$ cat src/design/prs_pkg.sv
// Functional notes
// - A staggered read to location N drives lane k with location (N+k) mod 4 for lanes 0 to 3.
// - Reads issued eight clocks apart come out as one unbroken stream with no idle beat between bursts.
// - In byte-wide mode lanes 4 to 7 repeat the rotated pattern of lanes 0 to 3.
// - In sixteen-lane mode lanes 8 to 15 repeat the pattern of lanes 0 to 7.
// - The controller drives column bit 2 low and the eight beats come out in order 0 to 7.
// - The two bank-select inputs pick which of the four locations a read or write uses.
// - Auto-precharge, group select and other unused address bits are ignored during pattern access.
// - Writing zero to the pattern-enable bit of mode register three leaves pattern mode.
// - With parity latency enabled, that latency is added to the read-to-data delay.
// - A pattern write takes its eight data bits from address bits 7 to 0 into the chosen location.
// - Address bit b of a write becomes burst beat b of that location on later reads.
package prs_pkg;

    // Register map
    localparam logic [7:0] ADDR_CTRL = 8'h00;
    localparam logic [7:0] ADDR_STATUS = 8'h04;
    localparam logic [7:0] ADDR_PATTERN = 8'h08;
    localparam int CTRL_ORG_LSB = 0;
    localparam int CTRL_PLEN_BIT = 2;
    localparam int CTRL_PAR_LAT_LSB = 4;
    localparam int CTRL_RL_LSB = 8;
    localparam int PAR_LAT_W = 4;
    localparam int RL_W = 5;
    localparam logic [31:0] CTRL_RESET = 32'h0000_0502;
    localparam int STAT_MODE_BIT = 0;
    localparam int STAT_BUSY_BIT = 1;
    localparam int STAT_PAGE_BIT = 2;
    localparam int STAT_CNT_LSB = 8;
    localparam logic [1:0] RESP_OKAY = 2'h0;
    localparam logic [1:0] RESP_SLVERR = 2'h2;

    // Lane organisation
    localparam logic [1:0] ORG_X4 = 2'h0;
    localparam logic [1:0] ORG_X8 = 2'h1;
    localparam logic [1:0] ORG_X16 = 2'h2;

    // Pattern locations after reset
    localparam logic [31:0] LOCS_RESET = 32'h0FF0_3CA5;

    // Mode register three selection
    localparam logic [1:0] MODE_THREE_BANK = 2'h3;
    localparam int MODE_THREE_EN_BIT = 2;
    localparam logic [1:0] PAGE_ZERO = 2'h0;

    // Burst and read pipeline
    localparam logic [2:0] BEAT_LAST = 3'h7;
    localparam int LINE_DEPTH = 32;
    localparam int DQ_W = 16;

    typedef enum logic [1:0] {PRS_OP_NOP, PRS_OP_RD, PRS_OP_WR, PRS_OP_MRS} prs_op_t;

    typedef struct packed {
        logic valid;
        prs_op_t op;
        logic group_select_bit;
        logic [1:0] bank;
        logic [13:0] addr;
    } prs_cmd_t;

    typedef struct packed {
        logic valid;
        logic [1:0] loc;
    } prs_line_t;

    typedef struct packed {
        logic awvalid;
        logic [7:0] awaddr;
        logic wvalid;
        logic [31:0] wdata;
        logic [3:0] wstrb;
        logic bready;
    } prs_axi_wreq_t;

    typedef struct packed {
        logic awready;
        logic wready;
        logic bvalid;
        logic [1:0] bresp;
    } prs_axi_wrsp_t;

    typedef struct packed {
        logic arvalid;
        logic [7:0] araddr;
        logic rready;
    } prs_axi_rreq_t;

    typedef struct packed {
        logic arready;
        logic rvalid;
        logic [31:0] rdata;
        logic [1:0] rresp;
    } prs_axi_rrsp_t;

endpackage

$ cat src/design/prs_top.sv
// Design decisions made here: the placing of the registers and the AXI4-Lite slave port.
`timescale 1ns/1ns
module prs_top (
    input wire logic ref_clk_in,
    input wire logic rst_n_in,
    input wire prs_pkg::prs_cmd_t cmd_in,
    input wire prs_pkg::prs_axi_wreq_t axi_wreq_in,
    output prs_pkg::prs_axi_wrsp_t axi_wrsp_out,
    input wire prs_pkg::prs_axi_rreq_t axi_rreq_in,
    output prs_pkg::prs_axi_rrsp_t axi_rrsp_out,
    output logic [prs_pkg::DQ_W-1:0] dq_out,
    output logic dq_valid_out,
    output logic dq_oe_n_out,
    output logic mode_active_out
);

    typedef struct packed {
        logic [31:0] ctrl;
        logic [3:0][7:0] locs;
        logic mode_on;
        logic page_ok;
        logic [7:0] rd_count;
        prs_pkg::prs_line_t [prs_pkg::LINE_DEPTH-1:0] line;
        logic bst_active;
        logic [2:0] bst_beat;
        logic [1:0] bst_loc;
        logic [prs_pkg::DQ_W-1:0] dq;
        logic dq_oe_n;
        logic aw_held;
        logic [7:0] aw_addr;
        logic w_held;
        logic [31:0] wdata;
        logic [3:0] wstrb;
        prs_pkg::prs_axi_wrsp_t wrsp;
        prs_pkg::prs_axi_rrsp_t rrsp;
    } prs_state_t;

    // =========================================
    // Reset release
    // =========================================
    logic [1:0] rst_sync_reg;
    logic rst_n;

    always_ff @(posedge ref_clk_in or negedge rst_n_in)
    begin
        if (!rst_n_in)
        begin
            rst_sync_reg <= 2'h0;
        end
        else
        begin
            rst_sync_reg <= {rst_sync_reg[0], 1'b1};
        end
    end

    assign rst_n = rst_sync_reg[1];

    // =========================================
    // Read latency and burst look-ahead
    // =========================================
    prs_state_t st_reg;
    prs_state_t st_next;
    logic [5:0] lat_sum;
    logic [4:0] lat_idx;
    logic head_go;
    logic [1:0] upc_loc;
    logic [2:0] upc_beat;
    logic upc_active;
    logic [prs_pkg::DQ_W-1:0] mux_dq;

    assign lat_sum = {1'b0, st_reg.ctrl[prs_pkg::CTRL_RL_LSB +: prs_pkg::RL_W]}
        + (st_reg.ctrl[prs_pkg::CTRL_PLEN_BIT]
        ? {2'h0, st_reg.ctrl[prs_pkg::CTRL_PAR_LAT_LSB +: prs_pkg::PAR_LAT_W]} : 6'h00);
    assign lat_idx = (lat_sum == 6'h00) ? 5'h00
        : ((lat_sum > 6'h20) ? 5'h1F : 5'(lat_sum - 6'h01));

    // A burst arriving at the head replaces the current one, so reads eight apart chain
    assign head_go = st_reg.line[0].valid;
    assign upc_loc = head_go ? st_reg.line[0].loc : st_reg.bst_loc;
    assign upc_beat = head_go ? 3'h0 : 3'(st_reg.bst_beat + 3'h1);
    assign upc_active = head_go || (st_reg.bst_active && (st_reg.bst_beat != prs_pkg::BEAT_LAST));

    prs_lane_mux u_lane_mux (
        .locs_in(st_reg.locs),
        .start_in(upc_loc),
        .beat_in(upc_beat),
        .org_in(st_reg.ctrl[prs_pkg::CTRL_ORG_LSB +: 2]),
        .dq_out(mux_dq)
    );

    // =========================================
    // Next state
    // =========================================
    always_comb
    begin
        st_next = st_reg;
        for (int i = 0; i < prs_pkg::LINE_DEPTH - 1; i++)
        begin
            st_next.line[i] = st_reg.line[i + 1];
        end
        st_next.line[prs_pkg::LINE_DEPTH - 1] = '0;

        // Command decode; address bits outside the used fields are never looked at
        if (cmd_in.valid)
        begin
            case (cmd_in.op)
                prs_pkg::PRS_OP_MRS:
                begin
                    if (!cmd_in.group_select_bit && (cmd_in.bank == prs_pkg::MODE_THREE_BANK))
                    begin
                        st_next.mode_on = cmd_in.addr[prs_pkg::MODE_THREE_EN_BIT];
                        st_next.page_ok = (cmd_in.addr[1:0] == prs_pkg::PAGE_ZERO);
                    end
                end
                prs_pkg::PRS_OP_RD:
                begin
                    if (st_reg.mode_on)
                    begin
                        st_next.line[lat_idx].valid = 1'b1;
                        st_next.line[lat_idx].loc = cmd_in.bank;
                        st_next.rd_count = 8'(st_reg.rd_count + 8'h01);
                    end
                end
                prs_pkg::PRS_OP_WR:
                begin
                    if (st_reg.mode_on && st_reg.page_ok)
                    begin
                        st_next.locs[cmd_in.bank] = cmd_in.addr[7:0];
                    end
                end
                default:
                begin
                    st_next.rd_count = st_reg.rd_count;
                end
            endcase
        end

        // Output stage
        st_next.bst_active = upc_active;
        st_next.bst_beat = upc_beat;
        st_next.bst_loc = upc_loc;
        st_next.dq = upc_active ? mux_dq : '0;
        st_next.dq_oe_n = !upc_active;

        // Register bus: write address and data may arrive in either order
        if (axi_wreq_in.awvalid && st_reg.wrsp.awready)
        begin
            st_next.aw_held = 1'b1;
            st_next.aw_addr = axi_wreq_in.awaddr;
        end
        if (axi_wreq_in.wvalid && st_reg.wrsp.wready)
        begin
            st_next.w_held = 1'b1;
            st_next.wdata = axi_wreq_in.wdata;
            st_next.wstrb = axi_wreq_in.wstrb;
        end
        if (st_reg.wrsp.bvalid && axi_wreq_in.bready)
        begin
            st_next.wrsp.bvalid = 1'b0;
        end
        if (st_reg.aw_held && st_reg.w_held && !st_reg.wrsp.bvalid)
        begin
            st_next.aw_held = 1'b0;
            st_next.w_held = 1'b0;
            st_next.wrsp.bvalid = 1'b1;
            st_next.wrsp.bresp = prs_pkg::RESP_OKAY;
            case (st_reg.aw_addr)
                prs_pkg::ADDR_CTRL:
                begin
                    for (int b = 0; b < 4; b++)
                    begin
                        if (st_reg.wstrb[b])
                        begin
                            st_next.ctrl[8 * b +: 8] = st_reg.wdata[8 * b +: 8];
                        end
                    end
                end
                prs_pkg::ADDR_STATUS, prs_pkg::ADDR_PATTERN:
                begin
                    st_next.wrsp.bresp = prs_pkg::RESP_OKAY;
                end
                default:
                begin
                    st_next.wrsp.bresp = prs_pkg::RESP_SLVERR;
                end
            endcase
        end
        st_next.wrsp.awready = !st_next.aw_held && !st_next.wrsp.bvalid;
        st_next.wrsp.wready = !st_next.w_held && !st_next.wrsp.bvalid;

        // Register bus: reads
        if (st_reg.rrsp.rvalid && axi_rreq_in.rready)
        begin
            st_next.rrsp.rvalid = 1'b0;
        end
        if (axi_rreq_in.arvalid && st_reg.rrsp.arready)
        begin
            st_next.rrsp.rvalid = 1'b1;
            st_next.rrsp.rresp = prs_pkg::RESP_OKAY;
            case (axi_rreq_in.araddr)
                prs_pkg::ADDR_CTRL:
                begin
                    st_next.rrsp.rdata = st_reg.ctrl;
                end
                prs_pkg::ADDR_STATUS:
                begin
                    st_next.rrsp.rdata = '0;
                    st_next.rrsp.rdata[prs_pkg::STAT_MODE_BIT] = st_reg.mode_on;
                    st_next.rrsp.rdata[prs_pkg::STAT_BUSY_BIT] = st_reg.bst_active;
                    st_next.rrsp.rdata[prs_pkg::STAT_PAGE_BIT] = st_reg.page_ok;
                    st_next.rrsp.rdata[prs_pkg::STAT_CNT_LSB +: 8] = st_reg.rd_count;
                end
                prs_pkg::ADDR_PATTERN:
                begin
                    st_next.rrsp.rdata = st_reg.locs;
                end
                default:
                begin
                    st_next.rrsp.rdata = '0;
                    st_next.rrsp.rresp = prs_pkg::RESP_SLVERR;
                end
            endcase
        end
        st_next.rrsp.arready = !st_next.rrsp.rvalid;
    end

    always_ff @(posedge ref_clk_in or negedge rst_n)
    begin
        if (!rst_n)
        begin
            st_reg <= '0;
            st_reg.ctrl <= prs_pkg::CTRL_RESET;
            st_reg.locs <= prs_pkg::LOCS_RESET;
            st_reg.page_ok <= 1'b1;
            st_reg.dq_oe_n <= 1'b1;
            st_reg.wrsp.awready <= 1'b1;
            st_reg.wrsp.wready <= 1'b1;
            st_reg.rrsp.arready <= 1'b1;
        end
        else
        begin
            st_reg <= st_next;
        end
    end

    // =========================================
    // Outputs
    // =========================================
    assign axi_wrsp_out = st_reg.wrsp;
    assign axi_rrsp_out = st_reg.rrsp;
    assign dq_out = st_reg.dq;
    assign dq_valid_out = st_reg.bst_active;
    assign dq_oe_n_out = st_reg.dq_oe_n;
    assign mode_active_out = st_reg.mode_on;

    // =========================================
    // Checks
    // =========================================
    function automatic logic [3:0] exp_nib(input logic [3:0][7:0] l, input logic [1:0] s, input logic [2:0] b);
        logic [1:0] p;
        exp_nib = 4'h0;
        for (int k = 0; k < 4; k++)
        begin
            p = s + k[1:0];
            exp_nib[k] = l[p][b];
        end
    endfunction

    logic rd_take;
    logic wr_take;
    assign rd_take = cmd_in.valid && (cmd_in.op == prs_pkg::PRS_OP_RD) && st_reg.mode_on;
    assign wr_take = cmd_in.valid && (cmd_in.op == prs_pkg::PRS_OP_WR) && st_reg.mode_on && st_reg.page_ok;
endmodule

$ cat src/design/prs_lane_mux.sv
`timescale 1ns/1ns
module prs_lane_mux (
    input wire logic [3:0][7:0] locs_in,
    input wire logic [1:0] start_in,
    input wire logic [2:0] beat_in,
    input wire logic [1:0] org_in,
    output logic [prs_pkg::DQ_W-1:0] dq_out
);

    // =========================================
    // Per-lane rotated source selection
    // =========================================
    genvar k;
    generate
        for (k = 0; k < prs_pkg::DQ_W; k++)
        begin : g_lane
            logic [1:0] src;
            logic en;
            assign src = start_in + 2'(k % 4);
            assign en = (k < 4) || ((k < 8) && (org_in != prs_pkg::ORG_X4))
                || (org_in == prs_pkg::ORG_X16);
            assign dq_out[k] = en & locs_in[src][beat_in];
        end
    endgenerate

endmodule

$ cat config.mk
export PLATFORM = sky130hd
export DESIGN_NAME = prs_top
export DESIGN_NICKNAME = d
export VERILOG_FILES = /design/src/design/prs_pkg.sv /design/src/design/prs_top.sv /design/src/design/prs_lane_mux.sv
export SDC_FILE = /design/constraint.sdc
export NUM_CORES = 1
export LEC_CHECK = 0
export BUFFER_PORTS_ARGS = -buffer_cell sky130_fd_sc_hd__buf_2
export CORE_ASPECT_RATIO = 1.2
export CORE_MARGIN = 3
export CORE_UTILIZATION = 55
export DETAILED_ROUTE_END_ITERATION = 16
export GPL_ROUTABILITY_DRIVEN = 0
export GPL_TIMING_DRIVEN = 0
export PLACE_DENSITY_LB_ADDON = 0.25
export REMOVE_ABC_BUFFERS = 1
export SLEW_MARGIN = 0
export SYNTH_ARGS = -nofsm -noshare
export SYNTH_HDL_FRONTEND = slang
export SYNTH_SLANG_ARGS = --single-unit
$ cat constraint.sdc
create_clock -name ref_clk_in -period 21.8 [get_ports ref_clk_in]
set_clock_uncertainty 0.05 [all_clocks]
set_input_delay 2.18 -clock ref_clk_in [delete_from_list [all_inputs] [get_ports ref_clk_in]]
set_output_delay 2.18 -clock ref_clk_in [all_outputs]
set_load 0.02 [all_outputs]
== Word-level counts from Yosys, hierarchy flattened ==
Index checks and enable logic that the tools add are counted.
Word-level totals
  register bits after elaboration: 282
  output and inout bits: 60
  logic and storage cells: 211
Operators by class
  $add $sub $neg: 7
  order comparisons: 10
  eq/ne operators: 10
  muxes and demuxes: 45
  bitwise gates (word level): 8
  reduce and logical (&&, ||, !) cells: 37
Operator list (count)
  96-bit 2-to-1 mux: 3
  96-bit bitwise mux: 2
  32-bit case mux with 3 select lines: 1
  8-bit binary-select mux with 2-bit select: 4
  8-bit 2-to-1 mux: 5
  37-bit 2-to-1 mux: 1
  35-bit 2-to-1 mux: 1
  32-bit bitwise mux: 1
  3-bit demux with 5-bit select: 2
  3-bit AND reduction: 7
  8-bit demux with 2-bit select: 1
  8-bit by 3-bit equality test with 1-bit output (second input constant): 2
  8-bit by 4-bit equality test with 1-bit output (second input constant): 2
  8-bit logical NOT: 2
  16-bit 2-to-1 mux: 1
  2-bit by 3-bit less-than comparator with 1-bit output (second input constant): 5
  1-bit logical AND: 14
  1-bit binary-select mux with 3-bit select: 4
  5-bit 2-to-1 mux: 2
  3-bit 2-to-1 mux: 3
  9-bit 2-to-1 mux: 1
  8-bit by 1-bit adder with 8-bit output (second input constant): 1
  1-bit AND: 8
  2-bit equality test (second input constant): 4
  21 further kinds: 40

== Logic depth before layout (Yosys ltp) ==
  depth in word-level cells: 14
  mapped depth: 11

== Cells and area by module ==
A second synthesis with hierarchy kept.
Second synthesis, totals
  cells, all modules: 992
  area, all modules: 12922.4 um^2
By module, submodules not included
  prs_top: instances 1, cells each 886, area each 11827.6 um^2, seq. area each 7036.7 um^2
  prs_lane_mux: instances 1, cells each 106, area each 1094.8 um^2, seq. area each 0.0 um^2

== Least setup slack after synthesis ==
Ideal clock, no wire load.
  path kind: input port to flip-flop
  start point: in cmd_in[17] (netlist name)
  end point: reg st_reg[158] (netlist name)
  setup time: 0.127 ns
  arrival: 4.124 ns
  data required time: 21.623 ns
  slack: 17.499 ns
  cell stages on the path: 7
  buffers on the path: 1
  path through: buf_2 > nand4b_1 > or3_1 > nor4_1 > a31oi_2 > or3_4 > mux2_1
RTL lines
  start, declared: line prs_top.sv:6  | input wire prs_pkg::prs_cmd_t cmd_in,
  end signal, assigned: line prs_top.sv:242  | st_reg <= st_next;
  end, declared: line prs_top.sv:61  | prs_state_t st_reg;

==> run summary <==
post-synthesis cell count -> 1017
CTS Sinks -> 276
CP Capture Type -> register
sequential power share -> 46.2%
Post-synth EDFFs -> 0
layout cells sized above 1 -> 37.9%
maximum clock frequency -> 238 MHz
Netlist Area Pre-Place -> 12800 sq um
largest net degree at the start of global routing -> 73
synth warn -> 0
Hold WC Path Type -> reg -> async
RSZ-0062 raised after global routing -> false
period utilisation layout -> 19.3%
reg-to-reg slack, setup -> 17.96 ns
DRC -> 0
setup bufs post-CTS -> 0
top cell type's share of synthesized area -> 49.3%
vias in the first global route -> 8176
ANT nets after route -> 0
Layout area overhead -> 12.0%
Post-Route Utilization -> 63.2%
Clk pwr share -> 33.9%
Clk pin slew, worst setup/hold paths -> 0.06 ns
CTS-repair resized insts -> 0
sum of negative setup slack -> 0 ns
met1 wire length -> 11400 microns
starting density of the core -> 56.4%
total grt overflow -> 0
worst slew pin tran -> 1.31 ns
Synth Register Bits -> 276
Worst EP arrival -> 4.56 ns
CP max FO -> 10
placed cell areas -> 13400 sq um
routed via count -> 7868
post-synthesis xor/xnor area fraction -> 1.02%
Wirelength per Cell -> 18.7 microns
number of placement rows -> 60
global-route wire length before repair -> 43800 microns
critical path launch point -> cmd_in[18]
I/O pin cnt -> 139
fin crit period -> 4.20 ns
reg2reg start -> st_reg[250]
MaxCap Viol Count -> 0
WL met2 -> 13300 microns
CTS H-tree lvls -> 1
largest family of logic cells by synthesized area -> multiplexers
Pre-antenna DRT Iters -> 4
WP data required -> 22.16 ns
dpl hpwl -> 18900 microns
Relative slew margins -> 12.4%
Synth Area in Simple Gates -> 9.18%
PD cells -> 95.8 nW/um^2
switching pwr -> 0.000389 W
DRT Wirelength -> 26600 microns
Static Leak -> 7.15 nW
Multi-input gate area -> 5230 sq um
max reg flops -> 219
IO buf count -> 130
die height -> 173 microns
worst hold margin -> 0.181 ns
top_reg_cell synth -> dfrtp_1
die area -> 25100 sq um
die width -> 145 microns
CTS Buf Count -> 28
post-synthesis sequential area ratio -> 54.3%
commonest non-fill, non-tap cells in the layout -> 251 x dfrtp_1, 174 x mux2_2, 130 x buf_2, 74 x nand2_1, 68 x mux2i_1
Switching Fraction -> 28.4%
nets@finish -> 1179
vias per cell -> 5.53
Synth Area in Compound Gates -> 5.49%
synth unique cells -> 67
Area contributors post-synth -> dfrtp_1 49%, mux2_2 15%, mux2i_1 5.5%
status -> finished, final reports clean
CTS Root Cell -> clkbuf_16
number of diodes -> 0
CP Class -> in -> reg
Post-Synth Adder-Cell Area -> 1.04%
core area -> 22700 sq um
Slew Limit Fails -> 0
mux cell area share after synthesis -> 23.9%
FILL cells -> 1832
area leader, netlist -> dfrtp_1
Reg area -> 6940 sq um
final setup fails -> 0
clk_lat worst skew -> 0.54 ns
internal power -> 0.000982 W
DR iter-0 viols -> 367
top metal layer carrying routed signals -> met4
most common cell after layout, fill and taps aside -> dfrtp_1
maximum vdd drop -> 0.0000904 V
Synth Area per Inst -> 12.6 sq um
initial antenna violation count -> 0
Final Hold Viols -> 0
pre-CTS setup slack -> 17.04 ns
hold_buf cts -> 0
GR Util All Layers -> 21.3%
fraction of registers with async set/reset -> 100%
met3 routed wirelength -> 1220 microns
final instance area -> 14300 sq um
CTS tree -> built
critical path launch point type -> input port
part of the power in combinational logic -> 20.0%
maximum buffer depth of the clock tree -> 3
smallest setup slack after layout -> 17.60 ns
-- synth_stat cells (all sizes together) (15+ instances only) --
library cell  instances
a21oi                21
buf                  67
clkbuf               28
dfrtp               252
dfstp                24
inv                  15
mux2                180
mux2i                71
nand2                74
nand2b               26
nor2                 32
nor3                 16
o21ai                47
or2                  16
-- metal layers --
metal  vias to the layer above  global-route usage, %
met4                         0                   5.66
met3                        48                   2.94
li1                       3684                      -
met2                       199                   36.4
met1                      3937                   28.9
met5                         -                      0
-- worst max-delay path, cell delays in order --
cell,delay (ns)
buf_2,0.12
nand4b_1,0.44
or3_1,0.50
nor4_1,0.31
a31oi_2,0.17
nor3_1,0.45
mux2_2,0.39
-- logic make-up (layout without fill, tap and decap cells) --
logic type	after synthesis	count (layout)
flip-flops	276	276
AO/OA/AOI/OAI	112	112
AND/OR/NAND/NOR	228	228
XOR/XNOR	14	14
other	2	3
buffers and inverters	110	204
adder cells (fa/ha/maj)	10	10
multiplexers	265	265
-- power by group through the flow --
| stage | Clock, W | Sequential, W | Combinational (W) |
|---|---|---|---|
| 2_1_floorplan | 0 | 0.000643 | 0.000186 |
| 3_3_place_gp | 0 | 0.000648 | 0.000254 |
| 3_5_place_dp | 0 | 0.000643 | 0.000272 |
| 4_1_cts | 0.000478 | 0.000634 | 0.000274 |
| 5_1_grt | 0.000500 | 0.000642 | 0.000302 |
| 6_report | 0.000465 | 0.000633 | 0.000274 |
-- final timing paths --
check	endpoint	depth (start not counted)
min reg2reg	st_reg[62]	0
max	st_reg[194]	7
min in group ref_clk_in	rst_sync_reg[1]	0
min	st_reg[62]	0
max in group asynchronous	st_reg[226]	3
max reg2reg	st_reg[162]	10
-- per-stage QoR --
step / total power [W] / instances
2_1_floorplan: 0.000829 / 923
3_3_place_gp: 0.000902 / 1363
3_5_place_dp: 0.000914 / 1370
4_1_cts: 0.00139 / 1422
5_1_grt: 0.00144 / 1422
6_report: 0.00137 / 1422
-- layout make-up --
| cell class | instances | share of cell area, % |
|---|---|---|
| flip-flops and latches | 276 | 48.5 |
| well taps | 310 | 2.71 |
| multi-input cells | 632 | 36.5 |
| repair buffers | 137 | 5.61 |
| inverters | 15 | 0.393 |
| clock buffers | 42 | 5.76 |
| clock inverters | 10 | 0.559 |
Note: power is estimated with default switching activity, not from simulation.
